`config.mk`:
```
export PLATFORM = sky130hd
export DESIGN_NAME = mit_instr_timing
export DESIGN_NICKNAME = d
export VERILOG_FILES = /design/src/hw/mit_exec.v /design/src/hw/mit_cycle_timer.v /design/src/hw/mit_instr_timing.v
export VERILOG_INCLUDE_DIRS = /design/src /design/src/shared
export SDC_FILE = /design/constraint.sdc
export NUM_CORES = 1
export LEC_CHECK = 0
export BUFFER_PORTS_ARGS = -buffer_cell sky130_fd_sc_hd__buf_2
export CORE_MARGIN = 4
export CORE_UTILIZATION = 50
export DETAILED_ROUTE_END_ITERATION = 7
export GPL_ROUTABILITY_DRIVEN = 0
export PLACE_DENSITY = 0.83
export SLEW_MARGIN = 30
export SYNTH_ARGS = -nofsm -noshare
export SYNTH_HDL_FRONTEND = slang
export SYNTH_SLANG_ARGS = --single-unit
```
`constraint.sdc`:
```
create_clock -name clock -period 1.85 [get_ports clock]
set_input_delay 0.0925 -clock clock [delete_from_list [all_inputs] [get_ports clock]]
set_output_delay 0.0925 -clock clock [all_outputs]
set_load 0.01 [all_outputs]
```
`src/shared/mit_map.vh`:
```
// opcode classes, timing counts and states for the instruction timing block
// How it works
// - plain rotates change no flag, carry rotates only carry; one cycle
// - a write landing in prog_counter_low adds one cycle of four clocks
// - a taken skip adds one cycle of four clocks; no skip, no change
// - incr/decr skip to memory get both skip and counter-load extras
// - jump, call, exits take two cycles and change no flag
// - current or last page fetch: low to memory, high to table_high_byte
// - skip tests cover zero byte, byte copied to acc, and bit 0..7 zero/set
// - incr/decr skip to acc skip on zero result, skip extra only
// - moves and immediate loads take one cycle, no flag change
// - nibble exchange swaps halves into memory or acc, one cycle, no flags
// - byte and bit clear/set take one cycle, no flag change
// - both preclears clear watchdog and flags; a lone one keeps them
// - power-down takes one cycle and may alter expired and powerdown flags
// - halt stops clock, clears watchdog, prescaler, expiry; sets powerdown
// - watchdog_clear zeroes watchdog count and clears both flags
`ifndef MIT_MAP_VH
`define MIT_MAP_VH

`define MIT_OP_W          6
`define MIT_OP_IDLE       6'h00
`define MIT_OP_ROR        6'h01
`define MIT_OP_ROR_A      6'h02
`define MIT_OP_RORC       6'h03
`define MIT_OP_RORC_A     6'h04
`define MIT_OP_ROL        6'h05
`define MIT_OP_ROL_A      6'h06
`define MIT_OP_ROLC       6'h07
`define MIT_OP_ROLC_A     6'h08
`define MIT_OP_XFER_MA    6'h09
`define MIT_OP_XFER_AM    6'h0a
`define MIT_OP_XFER_IA    6'h0b
`define MIT_OP_BIT_CLR    6'h0c
`define MIT_OP_BIT_SET    6'h0d
`define MIT_OP_BYTE_CLR   6'h0e
`define MIT_OP_BYTE_SET   6'h0f
`define MIT_OP_JUMP       6'h10
`define MIT_OP_CALL       6'h11
`define MIT_OP_SUB_EXIT   6'h12
`define MIT_OP_SUB_EXIT_I 6'h13
`define MIT_OP_INT_EXIT   6'h14
`define MIT_OP_SKZ        6'h15
`define MIT_OP_SKZ_A      6'h16
`define MIT_OP_SKB_CLR    6'h17
`define MIT_OP_SKB_SET    6'h18
`define MIT_OP_INC_SKZ    6'h19
`define MIT_OP_DEC_SKZ    6'h1a
`define MIT_OP_INC_SKZ_A  6'h1b
`define MIT_OP_DEC_SKZ_A  6'h1c
`define MIT_OP_TAB_CUR    6'h1d
`define MIT_OP_TAB_LAST   6'h1e
`define MIT_OP_NIB        6'h1f
`define MIT_OP_NIB_A      6'h20
`define MIT_OP_WDT_CLR    6'h21
`define MIT_OP_WDT_PRE1   6'h22
`define MIT_OP_WDT_PRE2   6'h23
`define MIT_OP_PWR_DOWN   6'h24

`define MIT_CLK_PER_CYC   2'd3
`define MIT_CYC_W         2
`define MIT_CYC_ONE       2'd1
`define MIT_CYC_TWO       2'd2
`define MIT_ROM_W         16
`define MIT_ROM_HI        15
`define MIT_ROM_LO        7
`define MIT_ST_IDLE       3'b001
`define MIT_ST_RUN        3'b010
`define MIT_ST_HALT       3'b100

`endif

```
`src/hw/mit_exec.v`:
```
// combinational result, carry and skip decision per opcode class
`timescale 1ns/100ps
`default_nettype none
`include "mit_map.vh"
module mit_exec (
   // instruction
   input  wire [5:0] op,
   input  wire [2:0] bit_idx,
   input  wire [7:0] imm,
   // operands
   input  wire [7:0] mem_rdata,
   input  wire [7:0] acc_in,
   input  wire       carry_in,
   // results
   output reg  [7:0] result,
   output reg        wr_mem,
   output reg        wr_acc,
   output reg        carry_out,
   output reg        carry_we,
   output reg        skip
);
   wire [7:0] bit_sel;
   wire [7:0] inc_val = mem_rdata + 8'h01;
   wire [7:0] dec_val = mem_rdata - 8'h01;

   genvar g;
   generate
      for (g = 0; g < 8; g = g + 1) begin : g_sel
         localparam [2:0] IDX = g;
         assign bit_sel[g] = (bit_idx == IDX);
      end
   endgenerate

   // acc-target ops: memory-op variants plus immediate load and immediate exit
   function to_acc;
      input [5:0] o;
      begin
         case (o)
            `MIT_OP_ROR_A, `MIT_OP_RORC_A, `MIT_OP_ROL_A,
            `MIT_OP_ROLC_A, `MIT_OP_XFER_MA, `MIT_OP_XFER_IA,
            `MIT_OP_SKZ_A, `MIT_OP_INC_SKZ_A, `MIT_OP_DEC_SKZ_A,
            `MIT_OP_NIB_A, `MIT_OP_SUB_EXIT_I: to_acc = 1'b1;
            default: to_acc = 1'b0;
         endcase
      end
   endfunction

   always @* begin
      result    = mem_rdata;
      wr_mem    = 1'b0;
      wr_acc    = 1'b0;
      carry_out = carry_in;
      carry_we  = 1'b0;
      skip      = 1'b0;
      case (op)
         `MIT_OP_ROR, `MIT_OP_ROR_A: begin
            result = {mem_rdata[0], mem_rdata[7:1]};
         end
         `MIT_OP_ROL, `MIT_OP_ROL_A: begin
            result = {mem_rdata[6:0], mem_rdata[7]};
         end
         `MIT_OP_RORC, `MIT_OP_RORC_A: begin
            result    = {carry_in, mem_rdata[7:1]};
            carry_out = mem_rdata[0];
            carry_we  = 1'b1;
         end
         `MIT_OP_ROLC, `MIT_OP_ROLC_A: begin
            result    = {mem_rdata[6:0], carry_in};
            carry_out = mem_rdata[7];
            carry_we  = 1'b1;
         end
         `MIT_OP_XFER_AM:    result = acc_in;
         `MIT_OP_XFER_IA:    result = imm;
         `MIT_OP_SUB_EXIT_I: result = imm;
         `MIT_OP_BIT_CLR:    result = mem_rdata & ~bit_sel;
         `MIT_OP_BIT_SET:    result = mem_rdata | bit_sel;
         `MIT_OP_BYTE_CLR:   result = 8'h00;
         `MIT_OP_BYTE_SET:   result = 8'hff;
         `MIT_OP_SKZ, `MIT_OP_SKZ_A: skip = (mem_rdata == 8'h00);
         `MIT_OP_SKB_CLR: skip = ~|(mem_rdata & bit_sel);
         `MIT_OP_SKB_SET: skip = |(mem_rdata & bit_sel);
         `MIT_OP_INC_SKZ, `MIT_OP_INC_SKZ_A: begin
            result = inc_val;
            skip   = (inc_val == 8'h00);
         end
         `MIT_OP_DEC_SKZ, `MIT_OP_DEC_SKZ_A: begin
            result = dec_val;
            skip   = (dec_val == 8'h00);
         end
         `MIT_OP_NIB, `MIT_OP_NIB_A:
            result = {mem_rdata[3:0], mem_rdata[7:4]};
         default: result = mem_rdata;
      endcase
      case (op)
         `MIT_OP_ROR, `MIT_OP_ROL, `MIT_OP_RORC, `MIT_OP_ROLC,
         `MIT_OP_XFER_AM, `MIT_OP_BIT_CLR, `MIT_OP_BIT_SET,
         `MIT_OP_BYTE_CLR, `MIT_OP_BYTE_SET, `MIT_OP_INC_SKZ,
         `MIT_OP_DEC_SKZ, `MIT_OP_NIB: wr_mem = 1'b1;
         default: wr_mem = 1'b0;
      endcase
      wr_acc = to_acc(op) & (op != `MIT_OP_XFER_AM);
      if (to_acc(op))
         wr_mem = 1'b0;
   end
endmodule // mit_exec
`default_nettype wire

```
`src/hw/mit_cycle_timer.v`:
```
// counts instruction cycles of four system clocks each
`timescale 1ns/100ps
`default_nettype none
`include "mit_map.vh"
module mit_cycle_timer (
   // clock and reset
   input  wire       clock,
   input  wire       rst_n,
   // control
   input  wire       start,
   input  wire [1:0] ncyc,
   // status
   output reg        busy,
   output reg        done
);
   reg [1:0] clk_cnt;
   reg [1:0] cyc_left;

   always @(posedge clock or negedge rst_n) begin
      if (!rst_n) begin
         busy     <= 1'b0;
         done     <= 1'b0;
         clk_cnt  <= 2'd0;
         cyc_left <= 2'd0;
      end else begin
         done <= 1'b0;
         if (start && !busy) begin
            busy     <= 1'b1;
            clk_cnt  <= 2'd0;
            cyc_left <= ncyc;
         end else if (busy) begin
            clk_cnt <= clk_cnt + 2'd1;
            if (clk_cnt == `MIT_CLK_PER_CYC) begin
               if (cyc_left == `MIT_CYC_ONE) begin
                  busy <= 1'b0;
                  done <= 1'b1;
               end
               cyc_left <= cyc_left - 2'd1;
            end
         end
      end
   end
endmodule // mit_cycle_timer
`default_nettype wire

```
`src/hw/mit_instr_timing.v`:
```
// instruction timing, flag effects and watchdog/power-down control
`timescale 1ns/100ps
`default_nettype none
`include "mit_map.vh"
module mit_instr_timing (
   // clock and reset
   input  wire        clock,
   input  wire        rst_n,
   // instruction issue
   input  wire        issue,
   input  wire [5:0]  op,
   input  wire [2:0]  bit_idx,
   input  wire [7:0]  imm,
   input  wire        dest_pc_low,
   // operands
   input  wire [7:0]  mem_rdata,
   input  wire [7:0]  acc_in,
   input  wire        carry_in,
   // program memory for table fetch
   input  wire [7:0]  tbl_ptr,
   output reg         rom_req,
   output reg         rom_last_page,
   output reg  [7:0]  rom_addr_lo,
   input  wire        rom_valid,
   input  wire [15:0] rom_word,
   // watchdog and wake
   input  wire        wdt_timeout,
   input  wire        wake,
   // sequencing status
   output wire        busy,
   output reg         retire,
   output reg  [1:0]  cycles_used,
   output reg         skip_next,
   // write-back
   output reg         mem_we,
   output reg  [7:0]  mem_wdata,
   output reg         acc_we,
   output reg  [7:0]  acc_wdata,
   output reg         carry_we,
   output reg         carry_out,
   output reg         tbl_high_we,
   output reg  [7:0]  table_high_byte,
   // watchdog, prescaler, power-down
   output reg         wdt_clear,
   output reg         prescale_clear,
   output reg         halted,
   output reg         clock_stop,
   output reg         watchdog_expired_flag,
   output reg         powerdown_flag
);
   localparam [2:0] ST_IDLE = `MIT_ST_IDLE;
   localparam [2:0] ST_RUN  = `MIT_ST_RUN;
   localparam [2:0] ST_HALT = `MIT_ST_HALT;

   reg  [2:0] state;
   reg  [2:0] next_state;

   // taken instruction
   reg  [5:0] op_q;
   reg  [7:0] res_q;
   reg        wr_mem_q;
   reg        wr_acc_q;
   reg        cy_q;
   reg        cy_we_q;
   reg        skip_q;

   // fetched program word
   reg  [7:0] tab_lo_q;
   reg  [7:0] tab_hi_q;

   // preclear halves seen
   reg        pre1_seen;
   reg        pre2_seen;

   // decoder outputs
   wire [7:0] ex_result;
   wire       ex_wr_mem;
   wire       ex_wr_acc;
   wire       ex_cy;
   wire       ex_cy_we;
   wire       ex_skip;

   // cycle timer status
   wire       tm_busy;
   wire       tm_done;

   // two-cycle classes
   function two_cycle;
      input [5:0] o;
      begin
         case (o)
            `MIT_OP_JUMP, `MIT_OP_CALL, `MIT_OP_SUB_EXIT,
            `MIT_OP_SUB_EXIT_I, `MIT_OP_INT_EXIT,
            `MIT_OP_TAB_CUR, `MIT_OP_TAB_LAST: two_cycle = 1'b1;
            default: two_cycle = 1'b0;
         endcase
      end
   endfunction

   function is_table;
      input [5:0] o;
      begin
         is_table = (o == `MIT_OP_TAB_CUR) || (o == `MIT_OP_TAB_LAST);
      end
   endfunction

   // busy drops issue
   wire take = issue && (state == ST_IDLE);

   // memory writers, table fetch included, pay the counter-load cycle
   wire pcld_pen = dest_pc_low && (ex_wr_mem || is_table(op));
   wire [1:0] base_cyc = two_cycle(op) ? `MIT_CYC_TWO
                                       : `MIT_CYC_ONE;
   wire [1:0] ncyc = base_cyc
                   + {1'b0, pcld_pen}
                   + {1'b0, ex_skip};

   // other half seen earlier
   wire preclear_done =
      ((op_q == `MIT_OP_WDT_PRE1) && pre2_seen) ||
      ((op_q == `MIT_OP_WDT_PRE2) && pre1_seen);

   // act at retire
   wire flag_clear = tm_done && ((op_q == `MIT_OP_WDT_CLR) ||
                                 preclear_done);
   wire enter_halt = tm_done && (op_q == `MIT_OP_PWR_DOWN);

   assign busy = (state != ST_IDLE);

   // decoded at issue
   mit_exec u_exec (
      .op        (op),
      .bit_idx   (bit_idx),
      .imm       (imm),
      .mem_rdata (mem_rdata),
      .acc_in    (acc_in),
      .carry_in  (carry_in),
      .result    (ex_result),
      .wr_mem    (ex_wr_mem),
      .wr_acc    (ex_wr_acc),
      .carry_out (ex_cy),
      .carry_we  (ex_cy_we),
      .skip      (ex_skip)
   );

   // four clocks per cycle
   mit_cycle_timer u_timer (
      .clock (clock),
      .rst_n (rst_n),
      .start (take),
      .ncyc  (ncyc),
      .busy  (tm_busy),
      .done  (tm_done)
   );

   always @* begin
      next_state = state;
      case (state)
         ST_IDLE: begin
            if (take)
               next_state = ST_RUN;
         end
         ST_RUN: begin
            if (enter_halt)
               next_state = ST_HALT;
            else if (tm_done)
               next_state = ST_IDLE;
         end
         ST_HALT: begin
            // wake only; flags stay
            if (wake)
               next_state = ST_IDLE;
         end
         default: next_state = ST_IDLE;
      endcase
   end

   // issue capture and table fetch
   always @(posedge clock or negedge rst_n) begin
      if (!rst_n) begin
         state         <= ST_IDLE;
         op_q          <= `MIT_OP_IDLE;
         res_q         <= 8'h00;
         wr_mem_q      <= 1'b0;
         wr_acc_q      <= 1'b0;
         cy_q          <= 1'b0;
         cy_we_q       <= 1'b0;
         skip_q        <= 1'b0;
         cycles_used   <= 2'd0;
         rom_req       <= 1'b0;
         rom_last_page <= 1'b0;
         rom_addr_lo   <= 8'h00;
         tab_lo_q      <= 8'h00;
         tab_hi_q      <= 8'h00;
      end else begin
         state   <= next_state;
         rom_req <= 1'b0;
         if (take) begin
            op_q        <= op;
            res_q       <= ex_result;
            wr_mem_q    <= ex_wr_mem;
            wr_acc_q    <= ex_wr_acc;
            cy_q        <= ex_cy;
            cy_we_q     <= ex_cy_we;
            skip_q      <= ex_skip;
            cycles_used <= ncyc;
            if (is_table(op)) begin
               rom_req       <= 1'b1;
               rom_last_page <= (op == `MIT_OP_TAB_LAST);
               rom_addr_lo   <= tbl_ptr;
            end
         end
         // last word wins
         if (rom_valid && (state == ST_RUN) && is_table(op_q)) begin
            tab_lo_q <= rom_word[`MIT_ROM_LO:0];
            tab_hi_q <= rom_word[`MIT_ROM_HI:`MIT_ROM_LO+1];
         end
      end
   end

   // write-back at the end of the last instruction cycle
   always @(posedge clock or negedge rst_n) begin
      if (!rst_n) begin
         retire          <= 1'b0;
         skip_next       <= 1'b0;
         mem_we          <= 1'b0;
         mem_wdata       <= 8'h00;
         acc_we          <= 1'b0;
         acc_wdata       <= 8'h00;
         carry_we        <= 1'b0;
         carry_out       <= 1'b0;
         tbl_high_we     <= 1'b0;
         table_high_byte <= 8'h00;
      end else begin
         retire      <= tm_done;
         skip_next   <= tm_done && skip_q;
         mem_we      <= 1'b0;
         acc_we      <= 1'b0;
         carry_we    <= 1'b0;
         tbl_high_we <= 1'b0;

         if (tm_done) begin
            if (is_table(op_q)) begin
               mem_we          <= 1'b1;
               mem_wdata       <= tab_lo_q;
               tbl_high_we     <= 1'b1;
               table_high_byte <= tab_hi_q;
            end else begin
               mem_we    <= wr_mem_q;
               mem_wdata <= res_q;
            end
            acc_we    <= wr_acc_q;
            acc_wdata <= res_q;
            carry_we  <= cy_we_q;
            carry_out <= cy_q;
         end
      end
   end

   // watchdog preclear pairing and status flags
   always @(posedge clock or negedge rst_n) begin
      if (!rst_n) begin
         pre1_seen             <= 1'b0;
         pre2_seen             <= 1'b0;
         wdt_clear             <= 1'b0;
         prescale_clear        <= 1'b0;
         halted                <= 1'b0;
         clock_stop            <= 1'b0;
         watchdog_expired_flag <= 1'b0;
         powerdown_flag        <= 1'b0;
      end else begin
         wdt_clear      <= flag_clear || enter_halt;
         prescale_clear <= enter_halt;
         if (flag_clear) begin
            pre1_seen <= 1'b0;
            pre2_seen <= 1'b0;
         end else if (tm_done && op_q == `MIT_OP_WDT_PRE1) begin
            pre1_seen <= 1'b1;
         end else if (tm_done && op_q == `MIT_OP_WDT_PRE2) begin
            pre2_seen <= 1'b1;
         end

         if (enter_halt) begin
            halted     <= 1'b1;
            clock_stop <= 1'b1;
         end else if (state == ST_HALT && wake) begin
            halted     <= 1'b0;
            clock_stop <= 1'b0;
         end

         // a timeout in the clearing cycle still sets the flag
         if (wdt_timeout)
            watchdog_expired_flag <= 1'b1;
         else if (flag_clear || enter_halt)
            watchdog_expired_flag <= 1'b0;
         if (enter_halt)
            powerdown_flag <= 1'b1;
         else if (flag_clear)
            powerdown_flag <= 1'b0;
      end
   end
endmodule // mit_instr_timing
`default_nettype wire

```
==> results.md <==
Worst setup path:
- Broken down by cell family, the worst path's largest delay share belongs to compound AO/OA/AOI/OAI gates.
- The critical path endpoint category is a flop.
- The worst setup path is launched from an input pin.
- The worst register-to-register path has a depth of 5.
- The startpoint of the most critical register-to-register path is state[0]$_DFFE_PN1P_.
- For the worst setup path, the data required time is 2150 ps.
- The slowest cell on the critical path is fa_2.
- The data arrival time of the critical path is 2220 ps.
- The delay of the slowest cell on the worst path is 450 ps.
- Tracing the worst setup path back leads to its startpoint at op[1].
- The critical path buffer and inverter count is 3.
- The cell seen most often among critical-path stages is o32ai_2.
- The critical path goes through buf_8, buf_6, ha_4, inv_2, o21ai_1, a221o_1, a22oi_2, o32ai_2, nand2_1, fa_2, o32ai_2, a21o_1.
- In this run the worst path has a maximum fanout of 5.
- The type of the worst setup path is input pin to flop.
- The critical path depth is 12.

Timing:
- The number of max-slew violations in the final report is 0.
- In this run the tightest slew margin relative to its limit is 0.600.
- Setup repair after global routing could not meet its margin everywhere.
- Setup violations remaining at the end of the flow were counted as 1.
- The post-route clock period utilization is 1.04.
- The number of endpoints with negative hold slack in the final report is 0.
- In the post-route analysis, the smallest setup slack over all paths is -69.8 ps.
- In the final timing run, aggregate negative setup slack is -69.8 ps.
- At the pin with the least slew margin, the transition time is 597 ps.
- On the final layout, the worst clock skew is 11.9 ps.
- For this run, the top clock speed supported by timing is 521 MHz.
- The tightest hold path in the finished design has a slack of 36.8 ps.
- After layout, the minimum clock period comes to 1920 ps.

Logic synthesis:
- The number of synthesized register bits is 94.
- The multiplexer fraction of the synthesized cell area is 0.129.
- The share of the synthesized area in compound gates (AO/OA/AOI/OAI) is 0.158.
- The most area-hungry cell type in the Yosys netlist is dfrtp_1.
- Averaged over all synthesized cells, the footprint is 10.0 sq um.
- The fraction of the mapped netlist area in adder cells is 0.0269.
- Of the total synthesized cell area, the portion taken by AND, OR, NAND and NOR gates is 0.182.
- After technology mapping, the gate count stands at 539.
- The number of unique standard cell types used by synthesis is 71.
- The number of enable flip-flop cells after synthesis is 0.
- By area, the combinational part of the netlist is dominated by simple AND/OR/NAND/NOR gates.
- In this run the cell area of the synthesized design comes to 5390 sq um.
- The share of the yosys chip area belonging to registers is 0.437.
- The most used flip-flop cell after synthesis is dfrtp_1.
- In the synthesized netlist the async set-or-reset flop fraction comes to 1.00.
- Of the total synthesized cell area, the portion taken by XOR and XNOR cells is 0.0228.
- Yosys attributes the largest share of cell area to dfrtp_1 43%, mux2_2 8.8%, mux2i_1 3.7%.
- For this run, the number of Yosys warnings is 0.
- When the netlist entered floorplanning its net count stood at 615.
- The share of synthesized area in the top cell type comes to 0.432.

Detailed routing:
- Dividing the detail-routed wire length by the instance count gives 18.1 um.
- Wires add up to 16.4 mm.
- Using the TritonRoute via totals, the vias-per-cell ratio works out to 5.87.
- The DRC violation count after routing is 0.
- The first-pass detailed-route iteration total is 5.
- The number of nets with antenna violations after routing is 0.
- The via count is 5310.
- The first routing iteration left 462 violations.

Layout:
- The final net count is 840.
- The area occupied by multi-input gates is 3050 sq um.
- Counting the fill cells in the layout gives 693.
- The repair_antennas step left the layout with diodes totalling 0.
- The area added between synthesis and finish is 41.9%.
- The share of final-layout standard cells stronger than drive strength 1 is 0.453.
- The register area is 2350 sq um.
- The final cell area excluding filler cells is 7650 sq um.
- The final core utilization is 0.734.

Floorplan:
- The placement row count is 37.
- The top-level I/O count is 115.
- The floorplan step set the die width to 112 um.
- The die covers 12500 sq um.
- The total area inside the core boundary comes to 10400 sq um.
- The floorplan die height is 112 um.
- The effective utilization at floorplan is 0.517.

Global routing:
- In the global route stage, overall resource usage came out at 0.257.
- The first global-routing pass estimated 26.5 mm of wire.
- Entering global routing, the biggest net connects 49 pins.
- The number of global-route vias before repair is 5415.
- The leftover overflow at the end of global routing is 0.
- The number of antenna violations at the first check in global routing is 0.

Power:
- Overall power consumption after layout is estimated at 0.00711 W.
- VDD sags by at most 0.507 mV.
- The analysis attributes to cell leakage a power of 3.69 nW.
- The areal power density over the cells is 929 nW/um^2.

Place:
- The total half-perimeter wirelength after legalization and detailed placement is 12.0 mm.
- Input and output buffers added on the ports amount to 114.
- Once placement finished, the instance area stood at 6830 sq um.

CTS:
- The master cell of the clock root buffer is clkbuf_8.
- TritonCTS built the clock tree.
- Clock-pin slew was measured on the worst setup and hold paths at 90 ps.
- The clock reaches the later pin of the worst-skew pair after 360 ps.
- The tree built by TritonCTS fans out to 94 sinks.
- The clock buffer count from CTS is 9.
- The clock passes through at most 2 buffers.
- CTS built an H-tree with a depth of 3.

Job:
- The number of maximum-capacitance constraint violations is 0.

Run status:
- The checks that failed: negative setup slack.
- The flow ran to the end, but the final reports show violations.

Hold path:
- In this run the most critical hold path is launched from op[0].
- Counting instances, the worst hold path has a depth of 3.
- The min-delay analysis places its worst path in the category input pin to flop.
[metal layers]
layer,share of wire,track usage,up-vias
li1,-,-,2420
met1,0.40,0.329,2543
met2,0.49,0.434,297
met3,0.086,0.0538,50
met4,0.026,0.0843,0
met5,0,0,-
[logic make-up after synthesis]
family / count (synthesis)
AND/OR/NAND/NOR: 184
AO/OA/AOI/OAI: 117
flip-flops: 94
multiplexers: 63
buffers and inverters: 56
XOR/XNOR: 14
adder cells (fa/ha/maj): 11
[worst paths after layout]
path                            slack, ps                                end
max in group asynchronous            1040               state[0]$_DFFE_PN1P_
worst min-delay path                   40                op_q[0]$_DFFE_PN0P_
worst min register to register        500     u_timer.clk_cnt[0]$_DFFE_PN0P_
worst max register to register         60               res_q[0]$_DFFE_PN0P_
worst max-delay path                  -70    u_timer.cyc_left[0]$_DFFE_PN0P_
min in group asynchronous             130  watchdog_expired_flag$_DFFE_PN0P_
[report_power, final]
part / switching (W) / internal, W
sequential: 0.000427 / 0.00265
combinational: 0.00133 / 0.00127
clock: 0.000712 / 0.000712
total: 0.00247 / 0.00463
[placed cells by master, fill, tap and decap left out, types with 7 or more instances in the layout]
master / instances
buf_4: 110
buf_2: 106
dfrtp_1: 93
mux2_2: 42
nand2_1: 41
nor2_1: 38
dlygate4sd3_1: 26
mux2i_1: 20
o21ai_0: 19
a21oi_1: 16
clkbuf_8: 11
nor3_1: 10
nand3_1: 10
inv_1: 9
and2_1: 9
xnor2_1: 8
buf_6: 8
nand2b_1: 7
nand4_1: 7
a221oi_1: 7
o221a_2: 7
[worst register-to-register path: stages, from the launching register on]
cell     delay (ps)
dfstp_2         540
nor2b_1         230
nand2_2         170
buf_4           220
or2_1           250
o221a_2         270
[state kept, by name, summed over array words and instances, names as in the netlist, 2 cells and up]
register          count
tab_hi_q              8
u_timer.cyc_left      2
res_q                 8
cycles_used           2
state                 3
rom_addr_lo           8
tab_lo_q              8
op_q                  6
table_high_byte       8
u_timer.clk_cnt       2
mem_wdata             8
acc_wdata             8
[area by class of cell]
class                   count  area share
inverters                  14     0.00785
clock inverters             5     0.00867
well taps                 136      0.0223
clock buffers              11      0.0198
repair buffers            256       0.235
flip-flops and latches     94       0.308
multi-input cells         389       0.398
[what timing repair did]
item                                   4_1_cts  5_1_grt
setup endpoints to repair                    7       16
gates resized for setup                     31       29
buffers inserted                            11        2
endpoints found under the hold margin      118        0
pin swaps                                   18       14
hold buffers                                26        0
[stage by stage]
stage	std cells	worst slack, ps
floorplan	539	-284
global placement	851	-455
detailed placement	851	-577
CTS	903	-65.6
global route	905	-136
finish	905	-69.8
[cells in the mapped netlist, drive strengths merged, types with 3 or more instances]
library cell and count:
clkbuf 28, nand2 45, o22ai 6, a222oi 3
and4 3, o21ai 27, a211oi 4, mux2i 20
or3 5, nand4 7, nor3 13, nor2b 7
nand3b 3, a21oi 16, and3b 4, o32ai 3
buf 14, dfrtp 93, nor4b 3, nand2b 8
o31ai 6, o2111ai 3, ha 10, nor3b 6
xnor2 9, xor2 5, and3 4, o221a 7
a22o 3, and2 9, mux2 42, a21o 3
a22oi 7, inv 14, nand4b 3, nor2 40
o21a 4, or2 4, nand3 13, a221oi 7
No activity file was read; power rests on OpenSTA's default activity.
